<file path="src/core/asfc_pkg.sv">
// Purpose: Shared constants and types for the graphics port status and flow-control block
// Assumes: One clock (mclk), asynchronous active-high reset
// Notes:   Pin polarity depends on the signalling mode selected by mode_v3

package asfc_pkg;

   // Grant status codes as they appear on the pins in true (active-high) sense
   localparam logic [2:0] ST_LP_READ  = 3'h0;
   localparam logic [2:0] ST_HP_READ  = 3'h1;
   localparam logic [2:0] ST_LP_WRITE = 3'h2;
   localparam logic [2:0] ST_HP_WRITE = 3'h3;
   localparam logic [2:0] ST_START    = 3'h7;

   // Reset values of the pin-side registers in true sense
   localparam logic       GRANT_RST   = 1'h0;
   localparam logic [2:0] STATUS_RST  = 3'h7;

   // Reset values of the mode register, synchronisers and pin-side flops
   localparam logic       MODE_RST      = 1'h0;
   localparam logic [1:0] SYNC_RST      = 2'h0;
   localparam logic       GRANT_PIN_RST = 1'h1;  // Grant released at 2.0 polarity
   localparam logic       OE_ON         = 1'h1;

   // Request kinds offered by the arbitration core
   typedef enum logic [2:0] {
      ASFC_REQ_IDLE     = 3'h0,
      ASFC_REQ_LP_READ  = 3'h1,
      ASFC_REQ_HP_READ  = 3'h2,
      ASFC_REQ_LP_WRITE = 3'h3,
      ASFC_REQ_HP_WRITE = 3'h4,
      ASFC_REQ_START    = 3'h5,
      ASFC_REQ_FAST_WR  = 3'h6
   } asfc_req_t;

   // Master-side flow-control levels after synchronising, in true sense
   typedef struct packed {
      logic rd_full;
      logic wr_full;
   } asfc_flow_t;

endpackage

</file>
<file path="src/core/asfc_top.sv">
// Purpose: Drives grant and grant_status to the graphics master, gated by buffer-full inputs
// Assumes: Arbitration core presents one request per transfer cycle with cycle_start
// Notes:   Buffer-full levels are latched only at cycle_start; they hold until the next one

`timescale 1ns/10ps
`default_nettype none

// What this block does
// - No low-priority read return granted while read buffer full was sampled.
// - Read buffer full sampled only at start of a transfer cycle.
// - No fast-write data driven while write buffer full was sampled.
// - Write buffer full sampled only at start of a transfer cycle.
// - Status meaningful only with grant; held at start code while idle.
// - Status lines always driven outputs, never tristated.
// - Code 000 with grant means low-priority read data returned.
// - Code 001 is high-priority read in 2.0 mode, never issued in 3.0.
// - Code 011 is high-priority write in 2.0 mode, never issued in 3.0.
// - Grant and buffer-full pins active low in 2.0 mode and active high in 3.0 mode; status pins true sense in both.
module asfc_top (
   // Clock and reset
   input  wire logic              mclk,
   input  wire logic              rst,
   // Mode: 1 selects 3.0 signalling
   input  wire logic              mode_v3,
   // Request from the arbitration core
   input  wire logic              cycle_start,
   input  wire asfc_pkg::asfc_req_t req_kind,
   // Pins toward the master, at pin polarity
   input  wire logic              read_buffer_full_pin,
   input  wire logic              write_buffer_full_pin,
   output logic                   bus_grant_pin,
   output logic [2:0]             grant_status_pin,
   output logic                   grant_status_oe,
   // Back to the core
   output logic                   req_taken,
   output logic                   fast_wr_go
);

   // Two-stage synchronisers for the master's levels, then the sampled levels, mode and internal state
   logic [1:0]         rbf_sync_q;
   logic [1:0]         wbf_sync_q;
   asfc_pkg::asfc_flow_t flow_q;
   logic               grant_q;
   logic [2:0]         status_q;
   logic               taken_q;
   logic               fwr_q;
   logic               mode_q;
   // Output flops for the grant pin and status enable; status_q, taken_q and fwr_q feed the other outputs
   logic               grant_pin_q;
   logic               oe_q;

   // Master's buffer-full pins cross in through two flops; only the second one is read.
   // The flops clear to 0, which reads as full in 2.0 mode for two edges after reset:
   // a low read or fast write that early is refused, the safe direction, and the core retries it.
   always_ff @(posedge mclk or posedge rst) begin
      if (rst) begin
         rbf_sync_q <= asfc_pkg::SYNC_RST;
         wbf_sync_q <= asfc_pkg::SYNC_RST;
      end else begin
         rbf_sync_q <= {rbf_sync_q[0], read_buffer_full_pin};
         wbf_sync_q <= {wbf_sync_q[0], write_buffer_full_pin};
      end
   end

   // pin polarity: 2.0 mode inverts the active-low pins
   wire rbf_true = rbf_sync_q[1] ^ ~mode_q;
   wire wbf_true = wbf_sync_q[1] ^ ~mode_q;

   // Mode register so polarity cannot change mid-cycle without a clock
   always_ff @(posedge mclk or posedge rst) begin
      if (rst) mode_q <= asfc_pkg::MODE_RST;
      else     mode_q <= mode_v3;
   end

   // sample at start: buffer-full levels latched once per cycle only
   always_ff @(posedge mclk or posedge rst) begin
      if (rst) flow_q <= '0;
      else if (cycle_start) flow_q <= '{rd_full: rbf_true, wr_full: wbf_true};
   end

   // The fresh sample is used in the start cycle itself so a full buffer is never missed
   wire rd_full_now = cycle_start ? rbf_true : flow_q.rd_full;
   wire wr_full_now = cycle_start ? wbf_true : flow_q.wr_full;

   // blocking: full buffers hold back low reads and fast writes
   wire blk_lp_rd  = (req_kind == asfc_pkg::ASFC_REQ_LP_READ) && rd_full_now;
   wire is_fwr     = (req_kind == asfc_pkg::ASFC_REQ_FAST_WR);
   wire blk_fwr    = is_fwr && wr_full_now;
   // reserved in 3.0: high-priority codes refused there
   wire blk_hp     = mode_q && ((req_kind == asfc_pkg::ASFC_REQ_HP_READ) ||
                                (req_kind == asfc_pkg::ASFC_REQ_HP_WRITE));
   // A refused request is dropped, not queued: the core offers it again at a later start
   wire is_idle    = (req_kind == asfc_pkg::ASFC_REQ_IDLE);
   wire accept     = cycle_start && !is_idle && !blk_lp_rd && !blk_fwr && !blk_hp;

   // encoding: only defined codes; reserved ones unreachable
   logic [2:0] code_d;
   always_comb begin
      case (req_kind)
         asfc_pkg::ASFC_REQ_LP_READ:  code_d = asfc_pkg::ST_LP_READ;
         asfc_pkg::ASFC_REQ_HP_READ:  code_d = asfc_pkg::ST_HP_READ;
         asfc_pkg::ASFC_REQ_LP_WRITE: code_d = asfc_pkg::ST_LP_WRITE;
         asfc_pkg::ASFC_REQ_HP_WRITE: code_d = asfc_pkg::ST_HP_WRITE;
         default:                     code_d = asfc_pkg::ST_START;
      endcase
   end

   // Next values; the grant pin uses the mode that mode_q takes at the same edge,
   // so the pin and the internal grant always agree
   wire [2:0] status_d    = accept ? code_d : asfc_pkg::STATUS_RST;
   wire       grant_pin_d = accept ^ ~mode_v3;
   wire       fwr_d       = accept && is_fwr;

   // grant and status: code held one cycle under grant, start code while idle
   always_ff @(posedge mclk or posedge rst) begin
      if (rst) begin
         grant_q  <= asfc_pkg::GRANT_RST;
         status_q <= asfc_pkg::STATUS_RST;
      end else begin
         grant_q  <= accept;
         status_q <= status_d;
      end
   end

   // Hand-back pulses; a refused request leaves both low so the core retries
   always_ff @(posedge mclk or posedge rst) begin
      if (rst) begin
         taken_q <= 1'h0;
         fwr_q   <= 1'h0;
      end else begin
         taken_q <= accept;
         fwr_q   <= fwr_d;
      end
   end

   // grant pin polarity: registered so the pin cannot glitch on a mode change
   always_ff @(posedge mclk or posedge rst) begin
      if (rst) grant_pin_q <= asfc_pkg::GRANT_PIN_RST;
      else     grant_pin_q <= grant_pin_d;
   end

   // status always driven: the enable is a flop held high, reset included
   always_ff @(posedge mclk or posedge rst) begin
      if (rst) oe_q <= asfc_pkg::OE_ON;
      else     oe_q <= asfc_pkg::OE_ON;
   end

   // Every output comes straight from a flop
   assign bus_grant_pin    = grant_pin_q;
   assign grant_status_pin = status_q;
   assign grant_status_oe  = oe_q;
   assign req_taken        = taken_q;
   assign fast_wr_go       = fwr_q;

   // Checks
   ap_lprd_block_a: assert property (@(posedge mclk) disable iff (rst)
      (cycle_start && req_kind == asfc_pkg::ASFC_REQ_LP_READ && rbf_true) |=> !grant_q)
      else $error("low read granted while read buffer full");
   ap_fwr_block_a: assert property (@(posedge mclk) disable iff (rst)
      (cycle_start && req_kind == asfc_pkg::ASFC_REQ_FAST_WR && wbf_true) |=> !fwr_q)
      else $error("fast write started while write buffer full");
   ap_flow_hold_a: assert property (@(posedge mclk) disable iff (rst)
      !cycle_start |=> $stable(flow_q))
      else $error("buffer full sampled outside cycle start");
   ap_no_hp_v3_a: assert property (@(posedge mclk) disable iff (rst)
      (grant_q && $past(mode_q)) |-> (status_q != asfc_pkg::ST_HP_READ))
      else $error("high read code in 3.0 mode");
   ap_no_hpw_v3_a: assert property (@(posedge mclk) disable iff (rst)
      (grant_q && $past(mode_q)) |-> (status_q != asfc_pkg::ST_HP_WRITE))
      else $error("high write code in 3.0 mode");
   ap_no_rsvd_a: assert property (@(posedge mclk) disable iff (rst)
      grant_q |-> (status_q[2] == 1'b0 || status_q == asfc_pkg::ST_START))
      else $error("reserved status code driven");
   ap_status_oe_a: assert property (@(posedge mclk) disable iff (rst)
      grant_status_oe)
      else $error("status not driven");
   ap_grant_pol_a: assert property (@(posedge mclk) disable iff (rst)
      bus_grant_pin == (mode_q ? grant_q : !grant_q))
      else $error("grant polarity wrong");
   ap_lprd_code_a: assert property (@(posedge mclk) disable iff (rst)
      (accept && req_kind == asfc_pkg::ASFC_REQ_LP_READ) |=>
      (grant_q && status_q == asfc_pkg::ST_LP_READ))
      else $error("low read code not issued");
   ap_idle_code_a: assert property (@(posedge mclk) disable iff (rst)
      !grant_q |-> status_q == asfc_pkg::ST_START)
      else $error("idle status not start code");

   // Sampling, code and hand-back checks
   ap_rd_sample_a: assert property (@(posedge mclk) disable iff (rst)
      cycle_start |=> (flow_q.rd_full == $past(rbf_true)))
      else $error("read buffer full not latched at cycle start");
   ap_wr_sample_a: assert property (@(posedge mclk) disable iff (rst)
      cycle_start |=> (flow_q.wr_full == $past(wbf_true)))
      else $error("write buffer full not latched at cycle start");
   ap_hprd_v2_a: assert property (@(posedge mclk) disable iff (rst)
      (accept && !mode_q && req_kind == asfc_pkg::ASFC_REQ_HP_READ) |=>
      (grant_q && status_q == asfc_pkg::ST_HP_READ))
      else $error("high read code not issued in 2.0 mode");
   ap_hpwr_v2_a: assert property (@(posedge mclk) disable iff (rst)
      (accept && !mode_q && req_kind == asfc_pkg::ASFC_REQ_HP_WRITE) |=>
      (grant_q && status_q == asfc_pkg::ST_HP_WRITE))
      else $error("high write code not issued in 2.0 mode");
   ap_start_code_a: assert property (@(posedge mclk) disable iff (rst)
      (accept && req_kind == asfc_pkg::ASFC_REQ_START) |=>
      (grant_q && status_q == asfc_pkg::ST_START))
      else $error("start code not issued");
   ap_fwr_code_a: assert property (@(posedge mclk) disable iff (rst)
      fwr_q |-> (grant_q && status_q == asfc_pkg::ST_START))
      else $error("fast write go without start code under grant");
   ap_idle_refuse_a: assert property (@(posedge mclk) disable iff (rst)
      (cycle_start && is_idle) |=> !grant_q)
      else $error("grant issued for an idle offer");

   cp_lp_read_c:  cover property (@(posedge mclk) disable iff (rst)
      grant_q && status_q == asfc_pkg::ST_LP_READ);
   cp_rd_block_c: cover property (@(posedge mclk) disable iff (rst) blk_lp_rd && cycle_start);
   cp_fast_wr_c:  cover property (@(posedge mclk) disable iff (rst) fwr_q);
   cp_wr_block_c: cover property (@(posedge mclk) disable iff (rst) blk_fwr && cycle_start);
   cp_start_c:    cover property (@(posedge mclk) disable iff (rst)
      grant_q && status_q == asfc_pkg::ST_START);

endmodule

`default_nettype wire

</file>
<file path="config.mk">
export PLATFORM = sky130hd
export DESIGN_NAME = asfc_top
export DESIGN_NICKNAME = d
export VERILOG_FILES = /design/src/core/asfc_pkg.sv /design/src/core/asfc_top.sv
export SDC_FILE = /design/constraint.sdc
export NUM_CORES = 1
export LEC_CHECK = 0
export BUFFER_PORTS_ARGS = -buffer_cell sky130_fd_sc_hd__buf_2
export CORE_UTILIZATION = 29
export CTS_BUF_LIST = sky130_fd_sc_hd__clkbuf_8 sky130_fd_sc_hd__clkbuf_16
export DETAILED_ROUTE_END_ITERATION = 10
export PLACE_DENSITY_LB_ADDON = 0.12
export SKIP_LAST_GASP = 1
export SYNTH_ARGS = -nofsm -noshare
export SYNTH_HDL_FRONTEND = slang
export SYNTH_SLANG_ARGS = --single-unit
export TNS_END_PERCENT = 50
</file>
<file path="constraint.sdc">
create_clock -name mclk -period 1 [get_ports mclk]
set_input_delay 0.2 -clock mclk [delete_from_list [all_inputs] [get_ports mclk]]
set_output_delay 0.2 -clock mclk [all_outputs]
set_load 0.02 [all_outputs]
</file>
# [Word-level counts from Yosys, hierarchy flattened]
# Cells that the tools add are included.
[word_totals] out_inout_bits=7 elab_cells=37 reg_bits=13
[op_classes] n_eq_ne=5 bitwise_logic=5 n_reduce_logical=14 n_mux=4
[ops] cell="3-bit case mux with 4 select lines" n=1
[ops] cell="1-bit logical AND" n=8
[ops] cell="3-bit by 2-bit == test with 1-bit output, second input constant" n=2
[ops] cell="3-bit == test, second input constant" n=2
[ops] cell="1-bit zero test" n=4
[ops] cell="3-bit by 1-bit == test with 1-bit output, second input constant" n=1
[ops] cell="3-bit zero test" n=1
[ops] cell="3-bit 2-to-1 mux" n=1
[ops] cell="1-bit XOR" n=3
[ops] cell="1-bit 2-to-1 mux" n=2
[ops] cell="1-bit NOT" n=2
[ops] cell="1-bit logical OR" n=1

# [Longest topological paths before layout]
[depth] word_depth=9 mapped_depth=5

# [Worst setup path before layout]
# No wires, ideal clock.
[synth_timing] kind="register to register" from="register mode_q" to="register grant_pin_q (netlist: bus_grant_pin)" arrival_ns=1.065 path_slack_ns=-0.140 stages_incl_launch_ff=6 period_less_slack_ns=1.140 setup_time_ns=0.075 required_time_ns=0.925 path_cell_list="dfrtp_1 buf_6 xnor2_4 a21oi_2 o221a_4 xnor2_1"
[synth_between] elab_chain_cells=9 word_cells_on_any_way=15 classes_between="2 x mux; 4 x bitwise; 9 x reduce/logical"
[synth_rtl] item="start: declaration" line_no="asfc_top.sv:47" rtl="logic mode_q;"
[synth_rtl] item="start signal: assignment" line_no="asfc_top.sv:71" rtl="if (rst) mode_q <= asfc_pkg::MODE_RST;"
[synth_rtl] item="start signal: assignment" line_no="asfc_top.sv:72" rtl="else mode_q <= mode_v3;"
[synth_rtl] item="1-bit NOT" line_no="asfc_top.sv:66, asfc_top.sv:67"
[synth_rtl] item="1-bit XOR" line_no="asfc_top.sv:66" rtl="wire rbf_true = rbf_sync_q[1] ^ ~mode_q;"
[synth_rtl] item="1-bit 2-to-1 mux" line_no="asfc_top.sv:82" rtl="wire rd_full_now = cycle_start ? rbf_true : flow_q.rd_full;"
[synth_rtl] item="1-bit logical AND" line_no="asfc_top.sv:86" rtl="wire blk_lp_rd = (req_kind == asfc_pkg::ASFC_REQ_LP_READ) && rd_full_now;"
[synth_rtl] item="1-bit zero test" line_no="asfc_top.sv:94" rtl="wire accept = cycle_start && !is_idle && !blk_lp_rd && !blk_fwr && !blk_hp;"
[synth_rtl] item="1-bit logical AND (2 in a row)" line_no="asfc_top.sv:94"
[synth_rtl] item="1-bit logical AND (*)" line_no="asfc_top.sv:94"
[synth_rtl] item="via accept" line_no="asfc_top.sv:94"
[synth_rtl] item="1-bit XOR (*)" line_no="asfc_top.sv:111" rtl="wire grant_pin_d = accept ^ ~mode_v3;"
[synth_rtl] item="via grant_pin_d" line_no="asfc_top.sv:111"
[synth_rtl] item="end signal: assignment" line_no="asfc_top.sv:138" rtl="if (rst) grant_pin_q <= asfc_pkg::GRANT_PIN_RST;"
[synth_rtl] item="end signal: assignment" line_no="asfc_top.sv:139" rtl="else grant_pin_q <= grant_pin_d;"
[synth_rtl] item="end: declaration" line_no="asfc_top.sv:49" rtl="logic grant_pin_q;"
# The timed path passes the listed nets; every way through them passes the cells marked *.
# A chain may end at the register's enable or synchronous reset.

# [Final worst setup path]
[layout_timing] from="register mode_q" to="register fwr_q (netlist: fast_wr_go)"
[layout_between] elab_chain_cells=9 word_cells_on_any_way=15 classes_between="2 x mux; 3 x bitwise; 10 x reduce/logical"
[layout_rtl] item="1-bit NOT" line_no="asfc_top.sv:66, asfc_top.sv:67"
[layout_rtl] item="1-bit XOR" line_no="asfc_top.sv:66"
[layout_rtl] item="1-bit 2-to-1 mux" line_no="asfc_top.sv:82"
[layout_rtl] item="1-bit logical AND" line_no="asfc_top.sv:86"
[layout_rtl] item="1-bit zero test" line_no="asfc_top.sv:94"
[layout_rtl] item="1-bit logical AND (2 in a row)" line_no="asfc_top.sv:94"
[layout_rtl] item="1-bit logical AND (*)" line_no="asfc_top.sv:94"
[layout_rtl] item="1-bit logical AND (*)" line_no="asfc_top.sv:112" rtl="wire fwr_d = accept && is_fwr;"
[layout_rtl] item="via fwr_d" line_no="asfc_top.sv:112"
[layout_rtl] item="end signal: assignment" line_no="asfc_top.sv:132" rtl="fwr_q <= fwr_d;"
[layout_rtl] item="end: declaration" line_no="asfc_top.sv:46" rtl="logic fwr_q;"
# Marked as above.

==> flow_summary.ini <==
[die]
core_outline_area_um2 = 1730
die-height_um = 44.9
starting_density_pct = 30.9
design.die.area_um2 = 2010
top_level_i_o_count = 16
die_w_um = 44.9
row_count = 15

[synthesis]
yosys-top-cells-count = 8 x sky130_fd_sc_hd__dfrtp_1, 4 x sky130_fd_sc_hd__dfstp_2, 4 x sky130_fd_sc_hd__inv_1
synth_area_leader_cell = sky130_fd_sc_hd__dfrtp_1
synth_enable_flop_cells = 0
synth_nets = 52
ys_dominant_reg_cell = sky130_fd_sc_hd__dfrtp_1
syn-cell-area_um2 = 533
synthArstFlopShare_pct = 100
synth.top_cell.area_share_pct = 37.6
post_synth.cell_area_avg_um2 = 12.4
yosys_register_bits = 12
synthesis.instances = 43
yosys.cell_count.top_type = sky130_fd_sc_hd__dfrtp_1
synth_warnings = 0
synth_seq_area_share_pct = 57.3
ys_types = 22
synth_top_cells_by_area = sky130_fd_sc_hd__dfrtp_1 38%, sky130_fd_sc_hd__dfstp_2 20%, sky130_fd_sc_hd__xnor2_4 5.2%

[critical_path]
worst_ep_arrival_time_ns = 1.29
worstSetupEndpoint = fast_wr_go$_DFF_PP0_
rr_worst_depth = 4
crit-reg2reg-capture = fast_wr_go$_DFF_PP0_
worst-r2r-setup-slack_ns = -0.15
crit_path_start_kind = flip-flop
timing.critical_path.fanout_max = 5
endpoint_kind = flip-flop
critical_path.startpoint = mode_q$_DFF_PP0_
crit_type = reg2reg
cp_required_ns = 1.14
worstReg2RegStart = mode_q$_DFF_PP0_

[power]
power.switching_fraction_pct = 23.6
power.total_uw = 1180
internal_power_uw = 902
power.static_leakage_uw = 0.000353
pwr_density_cell_nw_per_um2 = 1520
power.switching_uw = 279
p_comb_share_pct = 18.2
seq_power_share_pct = 45.9
ir_worst_vdd_mv = 1.19
clockPowerShare_pct = 35.9

[route]
via_density = 4.29
vias = 399
drt_iter0_drc = 3
route.detailed.wl_per_inst_um = 9.84
detail_route.drc_violations = 0
firstDrtPassIters = 2
wirelength_um = 915
ant_nets = 0

[placement]
place.port_buffers = 14
gp_congestion = 0.667
pre_cts_setup_slack_ns = -0.174
place.detailed.hpwl_um = 662

[timing]
layout_min_cycle_time_ns = 1.15
setup_viol = 11
setup_ws_ns = -0.153
setup_repair_after_global_routing_missed_its_margin = true
post-route-period-util_pct = 115
drv_slew = 0
finalHoldViolations = 0
max_clock_freq_mhz = 867
fin_skew_ns = 0.00186

[global_route]
antenna_violations_before_repair = 0
grt_usage_pct = 11.4
via_count_of_the_first_global_routing_pass = 351
grt_max_degree = 13
grt_first_pass_wirelength_um = 1500
overflow = 0

[cells_and_area]
syn_to_final_growth_pct = 46.2
finish.net_count = 78
final.fill_count = 177
post_route_cells_drive_above_1_share_pct = 57.4
num_antenna_cells = 0

[outcome]
failed_checks = negative setup slack
outcome = finished with violations

[clocking]
h-tree-depth = 1
cts_inserted_buffers = 3
cts.sinks = 12
clkTransAtPathRegs_ns = 0.05
clock-root-buffer = sky130_fd_sc_hd__clkbuf_8
worstSkewPairLatency_ns = 0.23
cts_tree = built
ctsLongestPathBuffers = 2

[flow_run]
cap_viol_max_count = 0

[worst_hold_path]
worstHoldPathType = in2reg
[per-layer routing]
layer	wire [um]	vias up	track usage, %
li1	-	198	-
met1	364	187	12.0
met2	495	14	17.9
met3	55	0	7.20
met4	0	0	5.45
met5	0	-	0
[worst max-delay path, cell delays in order (launching register included)]
cell	delay, ns
sky130_fd_sc_hd__dfrtp_2	0.46
sky130_fd_sc_hd__xnor2_4	0.16
sky130_fd_sc_hd__buf_4	0.14
sky130_fd_sc_hd__buf_6	0.11
sky130_fd_sc_hd__nor4_4	0.19
[stage by stage]
stage | instances | hold WS, ns | instance area, um^2 | setup TNS (ns) | utilization, %
2_1_floorplan | 43 | 0.0618 | 533 | -0.327 | -
3_3_place_gp | 85 | 0.236 | 649 | -0.597 | 37.6
3_5_place_dp | 85 | 0.231 | 649 | -0.687 | 37.6
4_1_cts | 91 | 0.0601 | 726 | -0.857 | 42.0
5_1_grt | 93 | 0.0503 | 779 | -1.48 | 45.1
6_report | 93 | 0.0696 | 779 | -0.899 | 45.1
[area by class of cell]
class | count | area [um^2] | area share (%)
clock buffer | 3 | 41.3 | 5.30
clock inverter | 1 | 3.75 | 0.482
inverter | 4 | 15.0 | 1.93
multi-input combinational | 24 | 218 | 27.9
sequential | 12 | 307 | 39.3
tap | 25 | 31.3 | 4.01
timing repair buffer | 24 | 164 | 21.0
[placed cells by master (no fill, tap or decap), types with 2 or more instances in the layout]
cell	n
sky130_fd_sc_hd__nand2b_1	2
sky130_fd_sc_hd__buf_4	8
sky130_fd_sc_hd__buf_6	3
sky130_fd_sc_hd__dfrtp_1	7
sky130_fd_sc_hd__buf_2	12
sky130_fd_sc_hd__dfstp_2	4
sky130_fd_sc_hd__o21ai_0	2
sky130_fd_sc_hd__a21oi_1	3
sky130_fd_sc_hd__clkbuf_8	3
sky130_fd_sc_hd__inv_1	5
[flip-flops by register name, summed over array words and instances, names as in the netlist]
register and flops:
grant_status_pin 3, rbf_sync_q 2, wbf_sync_q 2, bus_grant_pin 1, fast_wr_go 1, flow_q 1, mode_q 1, req_taken 1
[worst min path at each step]
| stage | start | endpoint | cells past startpoint |
|---|---|---|---|
| 6_report | read_buffer_full_pin | rbf_sync_q[0]$_DFF_PP0_ | 1 |
| 5_1_grt | write_buffer_full_pin | wbf_sync_q[0]$_DFF_PP0_ | 1 |
| 4_1_cts | write_buffer_full_pin | wbf_sync_q[0]$_DFF_PP0_ | 1 |
| 3_5_place_dp | rst | wbf_sync_q[0]$_DFF_PP0_ | 2 |
| 3_3_place_gp | rst | wbf_sync_q[0]$_DFF_PP0_ | 2 |
| 2_1_floorplan | rst | fast_wr_go$_DFF_PP0_ | 1 |
[power by group through the flow]
| stage | Clock, uW | Combinational (uW) | Sequential (uW) |
|---|---|---|---|
| finish | 424 | 215 | 542 |
| global route | 474 | 235 | 546 |
| CTS | 447 | 187 | 542 |
| detailed placement | 0 | 170 | 547 |
| global placement | 0 | 172 | 547 |
| floorplan | 0 | 94.0 | 564 |
[what timing repair did]
action,CTS,global route
hold buffers,1,0
pin swaps,2,3
gates resized for setup,5,6
buffers inserted,1,2
endpoints found under the setup margin,10,12
endpoints found under the hold margin,8,0
[cell families (layout without fill, tap and decap cells)]
group | count (synthesis) | after routing | synth area share (%)
other | 1 | 1 | 0.704
and+or+nand+nor | 9 | 9 | 9.86
xor gates and xnor gates | 3 | 3 | 8.45
DFF | 12 | 12 | 57.3
buffers and inverters | 7 | 32 | 8.45
AOI/OAI and AO/OA | 11 | 11 | 15.3
No activity file was read; power rests on OpenSTA's default activity.
